===== src/hdl/rgb_timing_map.vh =====
// register offsets, field positions, reset values and encodings of the rgb panel timing generator
// assumes inclusion by the generator source and the testbench top; holds definitions, no logic
`ifndef RGB_TIMING_MAP_VH
`define RGB_TIMING_MAP_VH

// register byte offsets, one aligned 32-bit word each
`define OFF_CTRL        8'h00
`define OFF_HSIZE       8'h04
`define OFF_HPORCH      8'h08
`define OFF_VSIZE       8'h0C
`define OFF_VPORCH      8'h10
`define OFF_STATUS      8'h14

// control word fields
`define CTRL_EN_BIT     0
`define CTRL_HPOL_BIT   1
`define CTRL_VPOL_BIT   2
`define CTRL_CPOL_BIT   3
`define CTRL_DEPTH_LO   4
`define CTRL_DEPTH_HI   5
`define CTRL_MASK       32'h0000003F

// size and porch words: low field [11:0], high field [27:16]
`define FLD_LO_LSB      0
`define FLD_LO_MSB      11
`define FLD_HI_LSB      16
`define FLD_HI_MSB      27
`define FLD_MASK        32'h0FFF0FFF

// status word fields
`define STAT_LINE_MSB   11
`define STAT_VALID_BIT  16
`define STAT_VSYNC_BIT  17
`define STAT_HSYNC_BIT  18
`define STAT_FRM_LSB    24
`define STAT_FRM_MSB    31

// reset values (640x480, 800 clocks by 525 lines)
`define RST_CTRL        32'h00000000
`define RST_HSIZE       32'h00010280
`define RST_HPORCH      32'h0072002E
`define RST_VSIZE       32'h000101E0
`define RST_VPORCH      32'h000B0022

// interface depth codes
`define DEPTH_24        2'h0
`define DEPTH_18        2'h1
`define DEPTH_16        2'h2

// axi responses
`define RESP_OKAY       2'h0
`define RESP_SLVERR     2'h2

`endif


===== src/hdl/rgb_timing_gen.v =====
// rgb panel sync timing generator with axi4-lite register slave
// assumes aclk well above the pixel clock; pixel clock arrives asynchronously, pixel data on aclk
`default_nettype none
`include "rgb_timing_map.vh"

////////////////////////////////////////////////////////////////////////////////////////////////////
// Behaviour
// - back porch counted in pixel clocks from line sync start to first pixel.
// - programmable front porch between last pixel and next line sync.
// - frame back porch counted in lines from frame sync start to first line.
// - programmable frame front porch in lines after last active line.
// - frame sync lasts a programmable number of whole lines.
// - line sync lasts a programmable number of pixel clocks.
// - line length is active pixels plus back porch plus front porch.
// - frame length is active lines plus back porch plus front porch.
// - separate sync polarities; 0 active low, 1 active high.
// - frame starts with frame sync together with first line sync.
// - pixel valid stays low during frame back porch lines.
// - pixel valid asserted once per active line inside that line.
// - pixel valid stays low during frame front porch lines.
// - frame sync width is counted inside the frame back porch.
// - line is sync, back porch without valid, then active area.
// - pixel valid lasts exactly the active pixel count per line.
// - frame sequence kept even when the panel ignores sync signals.
// - 34-line back porch, 11-line front porch, 480 lines gives 525.
// - blank-only panel: 20 blank lines split 10 and 10, one-line sync.
// - unused frame sync: active low, one line, blank split evenly.
// - clock polarity selects launch edge; high launches on falling edge.
// - deeper pixels lose least significant bits per colour, no dithering.
module rgb_timing_gen (
  input  wire        aclk,
  input  wire        aresetn,
  input  wire [7:0]  s_axi_awaddr,
  input  wire [2:0]  s_axi_awprot,
  input  wire        s_axi_awvalid,
  output reg         s_axi_awready,
  input  wire [31:0] s_axi_wdata,
  input  wire [3:0]  s_axi_wstrb,
  input  wire        s_axi_wvalid,
  output reg         s_axi_wready,
  output reg  [1:0]  s_axi_bresp,
  output reg         s_axi_bvalid,
  input  wire        s_axi_bready,
  input  wire [7:0]  s_axi_araddr,
  input  wire [2:0]  s_axi_arprot,
  input  wire        s_axi_arvalid,
  output reg         s_axi_arready,
  output reg  [31:0] s_axi_rdata,
  output reg  [1:0]  s_axi_rresp,
  output reg         s_axi_rvalid,
  input  wire        s_axi_rready,
  input  wire        pixel_clock_in,
  input  wire [23:0] pixel_in,
  output reg         pixel_take,
  output reg         pixel_clock_out,
  output reg         line_sync,
  output reg         frame_sync,
  output reg         pixel_valid,
  output reg  [23:0] rgb_out,
  output reg         frame_start
);

////////////////////////////////////////////////////////////////////////////////////////////////////
// register file

reg  [31:0] ctrl_reg;
reg  [31:0] hsize_reg;
reg  [31:0] hporch_reg;
reg  [31:0] vsize_reg;
reg  [31:0] vporch_reg;
reg  [7:0]  frame_count_reg;

reg         aw_held_reg;
reg  [7:0]  aw_addr_reg;
reg         w_held_reg;
reg  [31:0] w_data_reg;
reg  [3:0]  w_strb_reg;

wire        aw_take = s_axi_awvalid & s_axi_awready;
wire        w_take  = s_axi_wvalid & s_axi_wready;
wire        do_write = aw_held_reg & w_held_reg & ~s_axi_bvalid;
wire        ar_take = s_axi_arvalid & s_axi_arready;

function [31:0] merge;
  input [31:0] old_val;
  input [31:0] new_val;
  input [3:0]  strb;
  input [31:0] mask;
  integer      i;
  begin
    merge = old_val;
    for (i = 0; i < 4; i = i + 1) begin
      if (strb[i]) begin
        merge[i*8 +: 8] = new_val[i*8 +: 8];
      end
    end
    merge = merge & mask;
  end
endfunction

function mapped;
  input [7:0] addr;
  begin
    mapped = (addr == `OFF_CTRL) || (addr == `OFF_HSIZE) || (addr == `OFF_HPORCH) ||
             (addr == `OFF_VSIZE) || (addr == `OFF_VPORCH) || (addr == `OFF_STATUS);
  end
endfunction

// write channel: address and data taken in either order, response after both
always @(posedge aclk) begin
  if (!aresetn) begin
    s_axi_awready <= 1'b1;
    s_axi_wready  <= 1'b1;
    s_axi_bvalid  <= 1'b0;
    s_axi_bresp   <= `RESP_OKAY;
    aw_held_reg   <= 1'b0;
    aw_addr_reg   <= 8'h00;
    w_held_reg    <= 1'b0;
    w_data_reg    <= 32'h00000000;
    w_strb_reg    <= 4'h0;
    ctrl_reg      <= `RST_CTRL;
    hsize_reg     <= `RST_HSIZE;
    hporch_reg    <= `RST_HPORCH;
    vsize_reg     <= `RST_VSIZE;
    vporch_reg    <= `RST_VPORCH;
  end else begin
    if (aw_take) begin
      aw_held_reg   <= 1'b1;
      aw_addr_reg   <= s_axi_awaddr;
      s_axi_awready <= 1'b0;
    end
    if (w_take) begin
      w_held_reg   <= 1'b1;
      w_data_reg   <= s_axi_wdata;
      w_strb_reg   <= s_axi_wstrb;
      s_axi_wready <= 1'b0;
    end
    if (do_write) begin
      s_axi_bvalid <= 1'b1;
      s_axi_bresp  <= mapped(aw_addr_reg) ? `RESP_OKAY : `RESP_SLVERR;
      case (aw_addr_reg)
        `OFF_CTRL:   ctrl_reg   <= merge(ctrl_reg, w_data_reg, w_strb_reg, `CTRL_MASK);
        `OFF_HSIZE:  hsize_reg  <= merge(hsize_reg, w_data_reg, w_strb_reg, `FLD_MASK);
        `OFF_HPORCH: hporch_reg <= merge(hporch_reg, w_data_reg, w_strb_reg, `FLD_MASK);
        `OFF_VSIZE:  vsize_reg  <= merge(vsize_reg, w_data_reg, w_strb_reg, `FLD_MASK);
        `OFF_VPORCH: vporch_reg <= merge(vporch_reg, w_data_reg, w_strb_reg, `FLD_MASK);
        default: begin
        end
      endcase
    end
    if (s_axi_bvalid && s_axi_bready) begin
      s_axi_bvalid  <= 1'b0;
      aw_held_reg   <= 1'b0;
      w_held_reg    <= 1'b0;
      s_axi_awready <= 1'b1;
      s_axi_wready  <= 1'b1;
    end
  end
end

////////////////////////////////////////////////////////////////////////////////////////////////////
// pixel clock synchroniser and edge finder

reg         pclk_meta_reg;
reg         pclk_sync_reg;
reg         pclk_prev_reg;
reg         cpol_reg;

wire        pclk_rise = pclk_sync_reg & ~pclk_prev_reg;
wire        pclk_fall = ~pclk_sync_reg & pclk_prev_reg;
wire        tick = cpol_reg ? pclk_fall : pclk_rise;

always @(posedge aclk) begin
  if (!aresetn) begin
    pclk_meta_reg   <= 1'b0;
    pclk_sync_reg   <= 1'b0;
    pclk_prev_reg   <= 1'b0;
    pixel_clock_out <= 1'b0;
  end else begin
    pclk_meta_reg   <= pixel_clock_in;
    pclk_sync_reg   <= pclk_meta_reg;
    pclk_prev_reg   <= pclk_sync_reg;
    pixel_clock_out <= pclk_prev_reg;
  end
end

////////////////////////////////////////////////////////////////////////////////////////////////////
// frame shadow settings

reg         en_reg;
reg         hpol_reg;
reg         vpol_reg;
reg  [1:0]  depth_reg;
reg  [11:0] active_pixels_per_line;
reg  [11:0] line_sync_width;
reg  [11:0] line_back_porch;
reg  [11:0] line_front_porch;
reg  [11:0] active_lines_per_frame;
reg  [11:0] frame_sync_width;
reg  [11:0] frame_back_porch;
reg  [11:0] frame_front_porch;

reg  [11:0] h_cnt_reg;
reg  [11:0] v_cnt_reg;

wire [12:0] line_total_clocks = {1'b0, active_pixels_per_line} + {1'b0, line_back_porch} +
                                {1'b0, line_front_porch};
wire [12:0] frame_total_lines = {1'b0, active_lines_per_frame} + {1'b0, frame_back_porch} +
                                {1'b0, frame_front_porch};
wire        line_end  = ({1'b0, h_cnt_reg} + 13'h0001) >= line_total_clocks;
wire        frame_end = ({1'b0, v_cnt_reg} + 13'h0001) >= frame_total_lines;
wire        boundary  = ~en_reg | (tick & line_end & frame_end);

// settings copied only while stopped or at the last clock of a frame
always @(posedge aclk) begin
  if (!aresetn) begin
    en_reg                 <= 1'b0;
    hpol_reg               <= 1'b0;
    vpol_reg               <= 1'b0;
    cpol_reg               <= 1'b0;
    depth_reg              <= `DEPTH_24;
    active_pixels_per_line <= 12'h000;
    line_sync_width        <= 12'h000;
    line_back_porch        <= 12'h000;
    line_front_porch       <= 12'h000;
    active_lines_per_frame <= 12'h000;
    frame_sync_width       <= 12'h000;
    frame_back_porch       <= 12'h000;
    frame_front_porch      <= 12'h000;
  end else if (boundary) begin
    en_reg                 <= ctrl_reg[`CTRL_EN_BIT];
    hpol_reg               <= ctrl_reg[`CTRL_HPOL_BIT];
    vpol_reg               <= ctrl_reg[`CTRL_VPOL_BIT];
    cpol_reg               <= ctrl_reg[`CTRL_CPOL_BIT];
    depth_reg              <= ctrl_reg[`CTRL_DEPTH_HI:`CTRL_DEPTH_LO];
    active_pixels_per_line <= hsize_reg[`FLD_LO_MSB:`FLD_LO_LSB];
    line_sync_width        <= hsize_reg[`FLD_HI_MSB:`FLD_HI_LSB];
    line_back_porch        <= hporch_reg[`FLD_LO_MSB:`FLD_LO_LSB];
    line_front_porch       <= hporch_reg[`FLD_HI_MSB:`FLD_HI_LSB];
    active_lines_per_frame <= vsize_reg[`FLD_LO_MSB:`FLD_LO_LSB];
    frame_sync_width       <= vsize_reg[`FLD_HI_MSB:`FLD_HI_LSB];
    frame_back_porch       <= vporch_reg[`FLD_LO_MSB:`FLD_LO_LSB];
    frame_front_porch      <= vporch_reg[`FLD_HI_MSB:`FLD_HI_LSB];
  end
end

////////////////////////////////////////////////////////////////////////////////////////////////////
// line and frame counters

always @(posedge aclk) begin
  if (!aresetn || !en_reg) begin
    h_cnt_reg <= 12'h000;
    v_cnt_reg <= 12'h000;
  end else if (tick) begin
    if (line_end) begin
      h_cnt_reg <= 12'h000;
      if (frame_end) begin
        v_cnt_reg <= 12'h000;
      end else begin
        v_cnt_reg <= v_cnt_reg + 12'h001;
      end
    end else begin
      h_cnt_reg <= h_cnt_reg + 12'h001;
    end
  end
end

// horizontal window: sync from clock 0, back porch includes sync, active after it
wire [12:0] h_act_end = {1'b0, line_back_porch} + {1'b0, active_pixels_per_line};
wire        h_sync_on = h_cnt_reg < line_sync_width;
wire        h_active  = (h_cnt_reg >= line_back_porch) &&
                        ({1'b0, h_cnt_reg} < h_act_end);

// vertical window: sync counted in whole lines, inside the back porch
wire [12:0] v_act_end = {1'b0, frame_back_porch} + {1'b0, active_lines_per_frame};
wire        v_sync_on = v_cnt_reg < frame_sync_width;
wire        v_active  = (v_cnt_reg >= frame_back_porch) &&
                        ({1'b0, v_cnt_reg} < v_act_end);

wire        valid_now = en_reg & h_active & v_active;

////////////////////////////////////////////////////////////////////////////////////////////////////
// panel outputs

reg         tick_d_reg;
reg  [23:0] reduced;

// low bits of each colour dropped, survivors packed from bit 0
always @* begin
  case (depth_reg)
    `DEPTH_18: reduced = {6'h00, pixel_in[23:18], pixel_in[15:10], pixel_in[7:2]};
    `DEPTH_16: reduced = {8'h00, pixel_in[23:19], pixel_in[15:10], pixel_in[7:3]};
    default:   reduced = pixel_in;
  endcase
end

always @(posedge aclk) begin
  if (!aresetn) begin
    tick_d_reg  <= 1'b0;
    line_sync   <= 1'b1;
    frame_sync  <= 1'b1;
    pixel_valid <= 1'b0;
    pixel_take  <= 1'b0;
    frame_start <= 1'b0;
    rgb_out     <= 24'h000000;
  end else begin
    tick_d_reg  <= tick & en_reg;
    line_sync   <= ~((en_reg & h_sync_on) ^ hpol_reg);
    frame_sync  <= ~((en_reg & v_sync_on) ^ vpol_reg);
    pixel_valid <= valid_now;
    pixel_take  <= tick_d_reg & valid_now;
    frame_start <= tick_d_reg & (h_cnt_reg == 12'h000) & (v_cnt_reg == 12'h000);
    if (tick_d_reg && valid_now) begin
      rgb_out <= reduced;
    end
  end
end

////////////////////////////////////////////////////////////////////////////////////////////////////
// frame counter and read channel

always @(posedge aclk) begin
  if (!aresetn) begin
    frame_count_reg <= 8'h00;
  end else if (tick_d_reg && h_cnt_reg == 12'h000 && v_cnt_reg == 12'h000) begin
    frame_count_reg <= frame_count_reg + 8'h01;
  end
end

reg  [31:0] status_word;

always @* begin
  status_word = 32'h00000000;
  status_word[`STAT_LINE_MSB:0]              = v_cnt_reg;
  status_word[`STAT_VALID_BIT]               = pixel_valid;
  status_word[`STAT_VSYNC_BIT]               = en_reg & v_sync_on;
  status_word[`STAT_HSYNC_BIT]               = en_reg & h_sync_on;
  status_word[`STAT_FRM_MSB:`STAT_FRM_LSB]   = frame_count_reg;
end

always @(posedge aclk) begin
  if (!aresetn) begin
    s_axi_arready <= 1'b1;
    s_axi_rvalid  <= 1'b0;
    s_axi_rresp   <= `RESP_OKAY;
    s_axi_rdata   <= 32'h00000000;
  end else begin
    if (ar_take) begin
      s_axi_arready <= 1'b0;
      s_axi_rvalid  <= 1'b1;
      s_axi_rresp   <= mapped(s_axi_araddr) ? `RESP_OKAY : `RESP_SLVERR;
      case (s_axi_araddr)
        `OFF_CTRL:   s_axi_rdata <= ctrl_reg;
        `OFF_HSIZE:  s_axi_rdata <= hsize_reg;
        `OFF_HPORCH: s_axi_rdata <= hporch_reg;
        `OFF_VSIZE:  s_axi_rdata <= vsize_reg;
        `OFF_VPORCH: s_axi_rdata <= vporch_reg;
        `OFF_STATUS: s_axi_rdata <= status_word;
        default:     s_axi_rdata <= 32'h00000000;
      endcase
    end
    if (s_axi_rvalid && s_axi_rready) begin
      s_axi_rvalid  <= 1'b0;
      s_axi_arready <= 1'b1;
    end
  end
end

endmodule
`default_nettype wire


===== config.mk =====
export PLATFORM = sky130hd
export DESIGN_NAME = rgb_timing_gen
export DESIGN_NICKNAME = d
export VERILOG_FILES = /design/src/hdl/rgb_timing_gen.v
export VERILOG_INCLUDE_DIRS = /design/src /design/src/hdl
export SDC_FILE = /design/constraint.sdc
export NUM_CORES = 1
export LEC_CHECK = 0
export ABC_AREA = 1
export CORE_AREA = 2 2 249 251
export DETAILED_ROUTE_END_ITERATION = 7
export DIE_AREA = 0 0 251 253
export DONT_BUFFER_PORTS = 1
export GPL_TIMING_DRIVEN = 0
export HOLD_SLACK_MARGIN = 0.05
export PLACE_DENSITY = 0.55
export SLEW_MARGIN = 30
export SYNTH_ARGS = -nofsm -noshare
export SYNTH_HDL_FRONTEND = slang
export SYNTH_SLANG_ARGS = --single-unit
export TNS_END_PERCENT = 10

===== constraint.sdc =====
create_clock -name aclk -period 5.64 [get_ports aclk]
set_input_delay 0.282 -clock aclk [delete_from_list [all_inputs] [get_ports aclk]]
set_output_delay 0.282 -clock aclk [all_outputs]
set_load 0.03 [all_outputs]

==> metrics.md, run 1 <==
| Metric | Value |
|---|---|
| Slowest-stage cell, CP | `fa_1` |
| Drt drc | `0` |
| Number of setup buffers added after CTS | `0` |
| GRT overflow | `0` |
| Avg Inst Size Synth | `7.18 sq um` |
| Share of cells above drive strength 1 | `0.0542` |
| Setup violations, final | `0` |
| Synthesis Warnings | `0` |
| CTS Buffer Depth | `3` |
| Total core area | `61,000 sq um` |
| Post-route insts no fill | `3,448` |
| Startpoint types | `flip-flop` |
| Die W | `251 um` |
| Clk sinks | `343` |
| EDFF count, synth | `0` |
| Initial antenna violation count | `0` |
| Met3 GRT Util | `0.0373` |
| Clk_skew | `0.0172 ns` |
| Met1 usage | `0.267` |
| Busiest metal layer after global routing | `met2` |
| Worst slack at placement | `0.274 ns` |
| Synthesized area | `18,100 sq um` |
| Via count | `17.0k` |
| Inst Count DP | `3,318` |
| Initial core utilization | `0.297` |
| Status | `completed` |
| Fillers | `6,591` |
| Worst skew pair latency | `0.58 ns` |
| Setup ws final | `0.582 ns` |
| Worst Path Max Fanout | `10` |
| Total CTS buffers | `40` |
| Hold Path Class | `input pin to flip-flop` |
| Synth Flop Type | `dfxtp_1` |
| Largest reg by FF count | `s_axi_rdata` |
| Async S/R FF share, synth | `0` |
| Die Height | `253 um` |
| PwrDens | `262 nW/um^2` |
| Post-Synthesis Cells | `2,523` |
| Vias in the first global route | `15.9k` |
| IO buf count | `0` |
| Sequential fraction of the synthesis area | `0.379` |
| Pre-antenna DRT Iters | `6` |
| Most numerous cell on the critical path | `nand2_1` |
| Slew Viols, Final | `0` |
| Relative slew margins | `0.331` |
| Maximum vdd ir drop | `0.000223 V` |
| First-pass GRT wire length | `96,500 um` |
| Tot GR Track Use | `0.200` |
| GR Util met2 | `0.321` |
| Max Fclk | `198 MHz` |
| Worst EP arrival | `5.51 ns` |
| Post-route ant nets | `0` |
| Max reg flops | `28` |
| Final HPWL DP | `51,300 um` |
| Worst EP required | `6.10 ns` |
| I/O Pins | `161` |
| WHS | `0.0710 ns` |
| Antenna Cells | `0` |
| Worst Tran Pin Value | `1.00 ns` |
| Leakage | `0.00922 uW` |
| Routability cong. | `0.967` |
| Row cnt | `91` |
| Die Area | `63,500 sq um` |
| Area growth syn-to-layout | `16.7%` |
| Setup TNS | `0 ns` |
| Fin util | `0.346` |
| Flops & latches, synth | `343` |
| Root Buffer | `clkbuf_16` |
| DRT Wirelength | `65,200 um` |
| H-tree depth | `2` |
| Register area | `6870 sq um` |
| CTS tree | `yes` |
| CP endpoint kind | `flip-flop` |
| Most common cell after layout, fill and taps aside | `nor2_1` |
| Max-cap violations | `0` |
| Tcrit/Tclk final | `0.897` |
| WL per Instance | `18.9 um` |
| RSZ-0062 raised after global routing | `false` |
| Netlist cell types | `54` |
| Worst path max stage delay | `0.39 ns` |
| Largest net degree at the start of global routing | `13` |
| Nets | `2,878` |
| Period minus WS final | `5.06 ns` |
| Fin. Hold Viols | `0` |
| Multi-input gate area | `9810 sq um` |
| Leading cell types in the layout, fill and taps excluded | `nor2_1, nand2_1, dfxtp_1, o21ai_0, inv_1` |
| WS Path Type | `flip-flop to flip-flop` |
| Clk slew on worst S/H paths | `0.06 ns` |
| DR iter-0 viols | `1,372` |
| Vias per cell | `4.94` |
-- cell families after synthesis --
logic type / after synthesis / synth area share
flops: 343 / 0.379
buf+inv: 383 / 0.0824
simple gates: 1014 / 0.230
xor+xnor: 55 / 0.0266
other cells: 1 / 0.000207
fa+ha+maj: 154 / 0.108
compound gates: 573 / 0.173
-- what timing repair did --
action / in CTS / in global routing
gates resized for setup: 0 / 48
hold buffers: 64 / 0
hold endpoints to repair: 68 / 0
endpoints found under the setup margin: 0 / 99
-- cells in the mapped netlist, drive strengths merged (3+ instances only) --
cell      n  area [sq um]
o31ai     4          30.0
nand3b    3          22.5
o22ai     3          18.8
nor3     21           141
o21a      5          37.5
o21ai   289          1450
nand2   378          1420
o21bai    5          37.5
dfxtp   343          6870
a211oi    3          22.5
clkinv    3          11.3
nor2    495          1900
ha      150          1880
a221oi    5          43.8
a21oi   196           985
xnor2    13           114
o221ai   25           219
o211ai   19           143
nand3    65           330
nor4     12          93.8
nand4    33           213
a22o      8          70.1
buf      24           145
clkbuf   75           282
fa        4          80.1
inv     281          1050
xor2     42           368
and3      3          18.8
-- critical path: cells and delay by family (launching register included) --
kind / cells / cell delay [ns]
AO/OA/AOI/OAI: 7 / 1.13
buffers and inverters: 5 / 0.72
AND/OR/NAND/NOR: 11 / 1.25
XOR/XNOR: 2 / 0.32
adder cells (fa/ha/maj): 4 / 1.20
flip-flops: 1 / 0.36
-- path summary, 6_finish.rpt --
| kind | from | end | slack, ns | cells after the start |
|---|---|---|---|---|
| max | line_back_porch[0]$_SDFFE_PN0P_ | line_front_porch[9]$_SDFFE_PN0P_ | 0.58 | 29 |
| min | pixel_in[3] | rgb_out[0]$_SDFFE_PN0P_ | 0.07 | 4 |
| max reg2reg | line_back_porch[0]$_SDFFE_PN0P_ | line_front_porch[9]$_SDFFE_PN0P_ | 0.58 | 29 |
| min reg2reg | pclk_meta_reg$_SDFF_PN0_ | pclk_sync_reg$_SDFF_PN0_ | 0.41 | 2 |
-- power by group --
group | leakage [uW] | switching [uW] | internal [uW]
sequential | 0.00278 | 68.7 | 2470
clock | 0.000647 | 1070 | 1540
combinational | 0.00579 | 243 | 133
total | 0.00922 | 1380 | 4150
-- layer usage --
metal | vias to the layer above | share of wire
li1 | 8523 | -
met5 | - | 0
met1 | 7785 | 0.45
met4 | 0 | 0.039
met3 | 123 | 0.072
met2 | 594 | 0.44
-- final cells by class --
class	count	share of cell area
Multi-Input combinational cell	1802	0.464
Sequential cell	343	0.325
Clock buffer	53	0.0535
Inverter	284	0.0504
Tap cell	790	0.0468
Timing Repair Buffer	64	0.0303
Buffer	99	0.0219
Clock inverter	13	0.00805
-- metrics by stage --
step | power, uW | area (sq um)
global route | 5690 | 21100
detailed placement | 2920 | 19100
finish | 5530 | 21100
floorplan | 2810 | 18100
CTS | 5560 | 21100
global placement | 2920 | 19100
(Power assumes the default switching activity.)
==> inputs of run 2 (changes only) <==
==> constraint.sdc (replaced) <==
create_clock -name aclk -period 5.2 [get_ports aclk]
set_input_delay 0.26 -clock aclk [delete_from_list [all_inputs] [get_ports aclk]]
set_output_delay 0.26 -clock aclk [all_outputs]
set_load 0.03 [all_outputs]
==> run 2 against run 1 <==
  * Via count up 0.11%
  * Worst hold slack better by 0.00087 ns
  * Die area stayed put
  * Setup slack got worse by 0.22 ns
  * Total power up 8.6%
  * Critical path depth did not move
  * Clock skew up 0.0026 ns
  * Sequential power is 8.3% higher
  * Critical path type unchanged
==> metrics.md, run 2 (synthesis results as in run 1) <==
| Metric | Value |
|---|---|
| Status | `completed` |
| Relative slew margins | `0.353` |
| Total CTS buffers | `40` |
| Tcrit/Tclk final | `0.931` |
| GRT overflow | `0` |
| Die W | `251 um` |
| DR iter-0 viols | `1,349` |
| Drt drc | `0` |
| Comb pwr share | `0.069` |
| CTS Buffer Depth | `3` |
| Initial core utilization | `0.297` |
| Clk slew on worst S/H paths | `0.06 ns` |
| Pre-antenna DRT Iters | `8` |
| Sw power | `1500 uW` |
| Power share of the clock group | `0.472` |
| Largest reg by FF count | `s_axi_rdata` |
| Routability cong. | `0.967` |
| Leakage | `0.00927 uW` |
| Clk_skew | `0.0199 ns` |
| Slowest-stage cell, CP | `fa_1` |
| Antenna Cells | `0` |
| Worst Path Max Fanout | `10` |
| Largest net degree at the start of global routing | `13` |
| DRT Wirelength | `65,300 um` |
| Root Buffer | `clkbuf_16` |
| CTS tree | `yes` |
| Period minus WS final | `4.84 ns` |
| WS Path Type | `flip-flop to flip-flop` |
| Vias in the first global route | `15.9k` |
| Clk sinks | `343` |
| WL per Instance | `18.9 um` |
| Hold Path Class | `input pin to flip-flop` |
| Die Area | `63,500 sq um` |
| Vias per cell | `4.94` |
| PwrDens | `282 nW/um^2` |
| Row cnt | `91` |
| Most numerous cell on the critical path | `nand2_1` |
| Nets | `2,882` |
| Sw frac | `0.250` |
| Fin. Hold Viols | `0` |
| Max Fclk | `207 MHz` |
| Final HPWL DP | `51,300 um` |
| First-pass GRT wire length | `96,600 um` |
| Tot GR Track Use | `0.201` |
| Startpoint types | `flip-flop` |
| Share of cells above drive strength 1 | `0.0605` |
| Max-cap violations | `0` |
| Max reg flops | `28` |
| Maximum vdd ir drop | `0.000241 V` |
| Worst EP required | `5.65 ns` |
| Worst skew pair latency | `0.58 ns` |
| Total core area | `61,000 sq um` |
| Int Pwr | `4500 uW` |
| Worst path max stage delay | `0.39 ns` |
| Leading cell types in the layout, fill and taps excluded | `nor2_1, nand2_1, dfxtp_1, inv_1, o21ai_0` |
| Via count | `17.0k` |
| Overall power | `6010 uW` |
| Setup violations, final | `0` |
| Initial antenna violation count | `0` |
| H-tree depth | `2` |
| CP endpoint kind | `flip-flop` |
| Most common cell after layout, fill and taps aside | `nor2_1` |
| Area growth syn-to-layout | `17.6%` |
| Worst EP arrival | `5.30 ns` |
| Slew Viols, Final | `0` |
| I/O Pins | `161` |
| IO buf count | `0` |
| RSZ-0062 raised after global routing | `true` |
| Post-route ant nets | `0` |
| Worst Tran Pin Value | `0.971 ns` |
| Worst hold stages | `4` |
| Fin util | `0.349` |
| Seq pwr share | `0.458` |
| FF-to-FF path depth | `29` |
| Die Height | `253 um` |
-- run 2: cell types whose count changed in the layout (fill, tap and decap cells not counted), moves of 3 or more --
cell           previous run  this run
clkbuf_1                 67        64
clkbuf_4                  7         3
o21ai_1                   9        55
o21ai_0                 280       233
buf_4                     7        10
clkbuf_2                  8         3
dlygate4sd3_1            64        67
buf_6                     2         9
nor2_1                  474       471
-- run 2: power groups by stage --
stage / logic [uW] / clock network (uW) / registers [uW]
global route: 463 / 2960 / 2760
finish: 415 / 2840 / 2750
global placement: 363 / 0 / 2810
detailed placement: 364 / 0 / 2810
floorplan: 260 / 0 / 2780
CTS: 409 / 2870 / 2750
-- run 2: worst max-delay path: cells and delay by family (launching register included) --
family                   cells  cell delay (ns)
AND/OR/NAND/NOR             11             1.23
buffers and inverters        5             0.62
adder cells (fa/ha/maj)      4             1.15
AO/OA/AOI/OAI                7             1.09
XOR/XNOR                     2             0.30
flip-flops                   1             0.37
-- run 2: layout make-up --
type	count	area (sq um)
repair buffers	68	678
clock buffers	53	1130
plain buffers	99	515
inverters	284	1070
flip-flops and latches	343	6870
fillers	6585	39700
clock inverters	13	170
well taps	790	988
multi-input cells	1802	9880
-- run 2: final timing paths --
kind / to / startpoint / slack (ns)
max reg2reg: line_front_porch[9]$_SDFFE_PN0P_ / active_pixels_per_line[0]$_SDFFE_PN0P_ / 0.36
min: rgb_out[8]$_SDFFE_PN0P_ / pixel_in[13] / 0.07
max: line_front_porch[9]$_SDFFE_PN0P_ / active_pixels_per_line[0]$_SDFFE_PN0P_ / 0.36
min reg2reg: pclk_sync_reg$_SDFF_PN0_ / pclk_meta_reg$_SDFF_PN0_ / 0.41
-- run 2: through the flow --
step	setup slack [ns]	std cells	instance area [sq um]	TNS [ns]	hold WS [ns]
finish	0.358	3452	21300	0	0.0719
global route	-0.0352	3452	21300	-0.564	0.0730
CTS	-0.0132	3451	21100	-0.0216	0.0550
detailed placement	-0.166	3318	19100	-4.54	0.366
global placement	-0.160	3318	19100	-4.74	0.361
floorplan	0.902	2528	18100	0	0.358
-- run 2: timing repair --
action / CTS / global route
pin swaps: 0 / 3
gates resized for setup: 15 / 121
cloned: 0 / 0
hold endpoints to repair: 68 / 0
setup endpoints to repair: 81 / 125
setup buffers: 0 / 1
hold buffers: 67 / 0
-- run 2: routing by layer --
| layer | GRT usage | part of all wire | vias up |
|---|---|---|---|
| li1 | - | - | 8541 |
| met1 | 0.267 | 0.45 | 7843 |
| met2 | 0.321 | 0.44 | 540 |
| met3 | 0.0377 | 0.069 | 120 |
| met4 | 0.0769 | 0.040 | 0 |
| met5 | 0 | 0 | - |
==> inputs of run 3 (changes only) <==
--- a/config.mk
+++ b/config.mk
@@ -8,12 +8,13 @@
 export LEC_CHECK = 0
 export ABC_AREA = 1
 export CORE_AREA = 2 2 249 251
+export CTS_BUF_LIST = sky130_fd_sc_hd__clkbuf_4
 export DETAILED_ROUTE_END_ITERATION = 7
 export DIE_AREA = 0 0 251 253
 export DONT_BUFFER_PORTS = 1
 export GPL_TIMING_DRIVEN = 0
 export HOLD_SLACK_MARGIN = 0.05
-export PLACE_DENSITY = 0.55
+export PLACE_DENSITY_LB_ADDON = 0.15
 export SLEW_MARGIN = 30
 export SYNTH_ARGS = -nofsm -noshare
 export SYNTH_HDL_FRONTEND = slang
==> run 3 against run 2 <==
  * Final area is 1.2% higher
  * Flip-flop and latch count stayed put
  * Total power is 3.5% lower
  * Combinational power is 5.5% higher
  * Sequential power hardly changed
  * Clock power is 8.1% lower
  * Critical path depth is 2 lower
  * Worst hold slack better by 0.054 ns
  * Cell count is 3.7% higher
  * First-iteration DRC count is 11% higher
  * Sequential share of layout area is 0.39 points lower
  * Critical path type unchanged
  * Largest cell class unchanged
  * Largest power group is now sequential cells
  * Highest routed layer is now met5
==> metrics.md, run 3 (synthesis results as in run 1) <==
| Metric | Value |
|---|---|
| Worst EP arrival | `5.53 ns` |
| Via count | `17.8k` |
| Routability cong. | `0.945` |
| Hold Path Class | `input pin to flip-flop` |
| Largest net degree at the start of global routing | `16` |
| Leakage | `0.00949 uW` |
| Clk slew on worst S/H paths | `0.06 ns` |
| Leading cell types in the layout, fill and taps excluded | `nor2_1, nand2_1, dfxtp_1, inv_1, o21ai_0` |
| Max-cap violations | `0` |
| Initial core utilization | `0.297` |
| Startpoint types | `flip-flop` |
| Drt drc | `0` |
| CTS Buffer Depth | `3` |
| PwrDens | `269 nW/um^2` |
| Nets | `2,962` |
| Share of cells above drive strength 1 | `0.0975` |
| Sw frac | `0.271` |
| First-pass GRT wire length | `104,000 um` |
| Max Fclk | `207 MHz` |
| WL per Instance | `19.6 um` |
| Vias in the first global route | `17.2k` |
| Most common cell after layout, fill and taps aside | `nor2_1` |
| Flop2flop setup slack | `0.37 ns` |
| Die Height | `253 um` |
| Power share of the clock group | `0.450` |
| Vias per cell | `4.98` |
| Slowest-stage cell, CP | `fa_1` |
| CTS tree | `yes` |
| I/O Pins | `161` |
| Die W | `251 um` |
| Worst Path Max Fanout | `10` |
| Area growth syn-to-layout | `19.0%` |
| Relative slew margins | `0.391` |
| WS Path Type | `flip-flop to flip-flop` |
| Fin util | `0.353` |
| Fin. Hold Viols | `0` |
| Largest reg by FF count | `s_axi_rdata` |
| Maximum vdd ir drop | `0.000159 V` |
| Final HPWL DP | `54,800 um` |
| Worst EP required | `5.89 ns` |
| Worst Tran Pin Value | `0.905 ns` |
| Status | `completed` |
| Worst path max stage delay | `0.39 ns` |
| Clk_skew | `0.101 ns` |
| Slew Viols, Final | `0` |
| Pre-antenna DRT Iters | `6` |
| Period minus WS final | `4.83 ns` |
| Worst skew pair latency | `0.87 ns` |
| Die Area | `63,500 sq um` |
| WHS | `0.126 ns` |
| DR iter-0 viols | `1,494` |
| Clk sinks | `343` |
| DRT Wirelength | `70,000 um` |
| Tcrit/Tclk final | `0.929` |
| IO buf count | `0` |
| Root Buffer | `clkbuf_4` |
| Row cnt | `91` |
| Int Pwr | `4230 uW` |
| Comb pwr share | `0.075` |
| Post-route ant nets | `0` |
| CP endpoint kind | `flip-flop` |
| Total CTS buffers | `98` |
| FF-to-FF path depth | `27` |
| Tot GR Track Use | `0.217` |
| Total core area | `61,000 sq um` |
| Sw power | `1570 uW` |
| Worst hold stages | `3` |
| H-tree depth | `3` |
| Max reg flops | `28` |
| Seq pwr share | `0.475` |
| Setup violations, final | `0` |
| Initial antenna violation count | `2` |
| GRT overflow | `0` |
## run 3: cell types whose count changed in the layout (fill, tap and decap cells not counted), sizes merged
cell	delta
buf	-1
bufinv	-1
clkbuf	+97
clkinv	+11
diode	+1
dlygate4sd3	+21
## run 3: path summary, 6_finish.rpt
path / end / start
max: frame_back_porch[5]$_SDFFE_PN0P_ / active_lines_per_frame[0]$_SDFFE_PN0P_
min: w_data_reg[23]$_SDFFE_PN0P_ / s_axi_wdata[23]
max reg2reg: frame_back_porch[5]$_SDFFE_PN0P_ / active_lines_per_frame[0]$_SDFFE_PN0P_
min reg2reg: pclk_sync_reg$_SDFF_PN0_ / pclk_meta_reg$_SDFF_PN0_
## run 3: per-stage QoR
step	power [uW]	setup slack [ns]	TNS (ns)	cells	cell area, sq um
2_1_floorplan	3050	0.902	0	2528	18100
3_3_place_gp	3180	-0.194	-5.36	3318	19100
3_5_place_dp	3180	-0.285	-13.48	3318	19100
4_1_cts	5860	-0.00914	-0.0129	3577	21400
5_1_grt	6070	-0.0692	-3.86	3580	21600
6_report	5800	0.367	0	3580	21600
## run 3: power by group through the flow
stage / Sequential [uW] / Clock [uW] / Combinational (uW)
2_1_floorplan: 2780 / 0 / 260
3_3_place_gp: 2810 / 0 / 367
3_5_place_dp: 2810 / 0 / 372
4_1_cts: 2750 / 2680 / 431
5_1_grt: 2760 / 2830 / 487
6_report: 2750 / 2610 / 438
## run 3: metal layers
metal / GRT usage / wire length (um) / up-vias
met1: 0.280 / 31300 / 8310
met3: 0.0398 / 3980 / 144
met4: 0.0898 / 2650 / 2
met2: 0.358 / 32100 / 574
li1: - / - / 8792
met5: 0 / 10 / -
## run 3: area by class of cell
cell class | instances | area (sq um)
diodes | 1 | 2.50
plain buffers | 99 | 522
clock buffers | 148 | 1110
clock inverters | 23 | 160
fillers | 6608 | 39500
inverters | 284 | 1070
multi-input cells | 1802 | 9940
flip-flops and latches | 343 | 6870
well taps | 790 | 988
repair buffers | 90 | 896
## run 3: worst max-delay path: cells and delay by family (launching register included)
kind | cells | cell delay [ns]
DFF | 1 | 0.35
xor gates and xnor gates | 2 | 0.35
buffers and inverters | 4 | 0.46
AOI/OAI and AO/OA | 9 | 1.28
adders and majority gates | 4 | 1.27
and+or+nand+nor | 8 | 1.02
## run 3: timing repair
action,CTS,global route
endpoints found under the hold margin,75,0
resized for setup,37,102
setup endpoints to repair,83,126
setup buffers,0,2
hold buffers,88,0
pin swaps,0,9
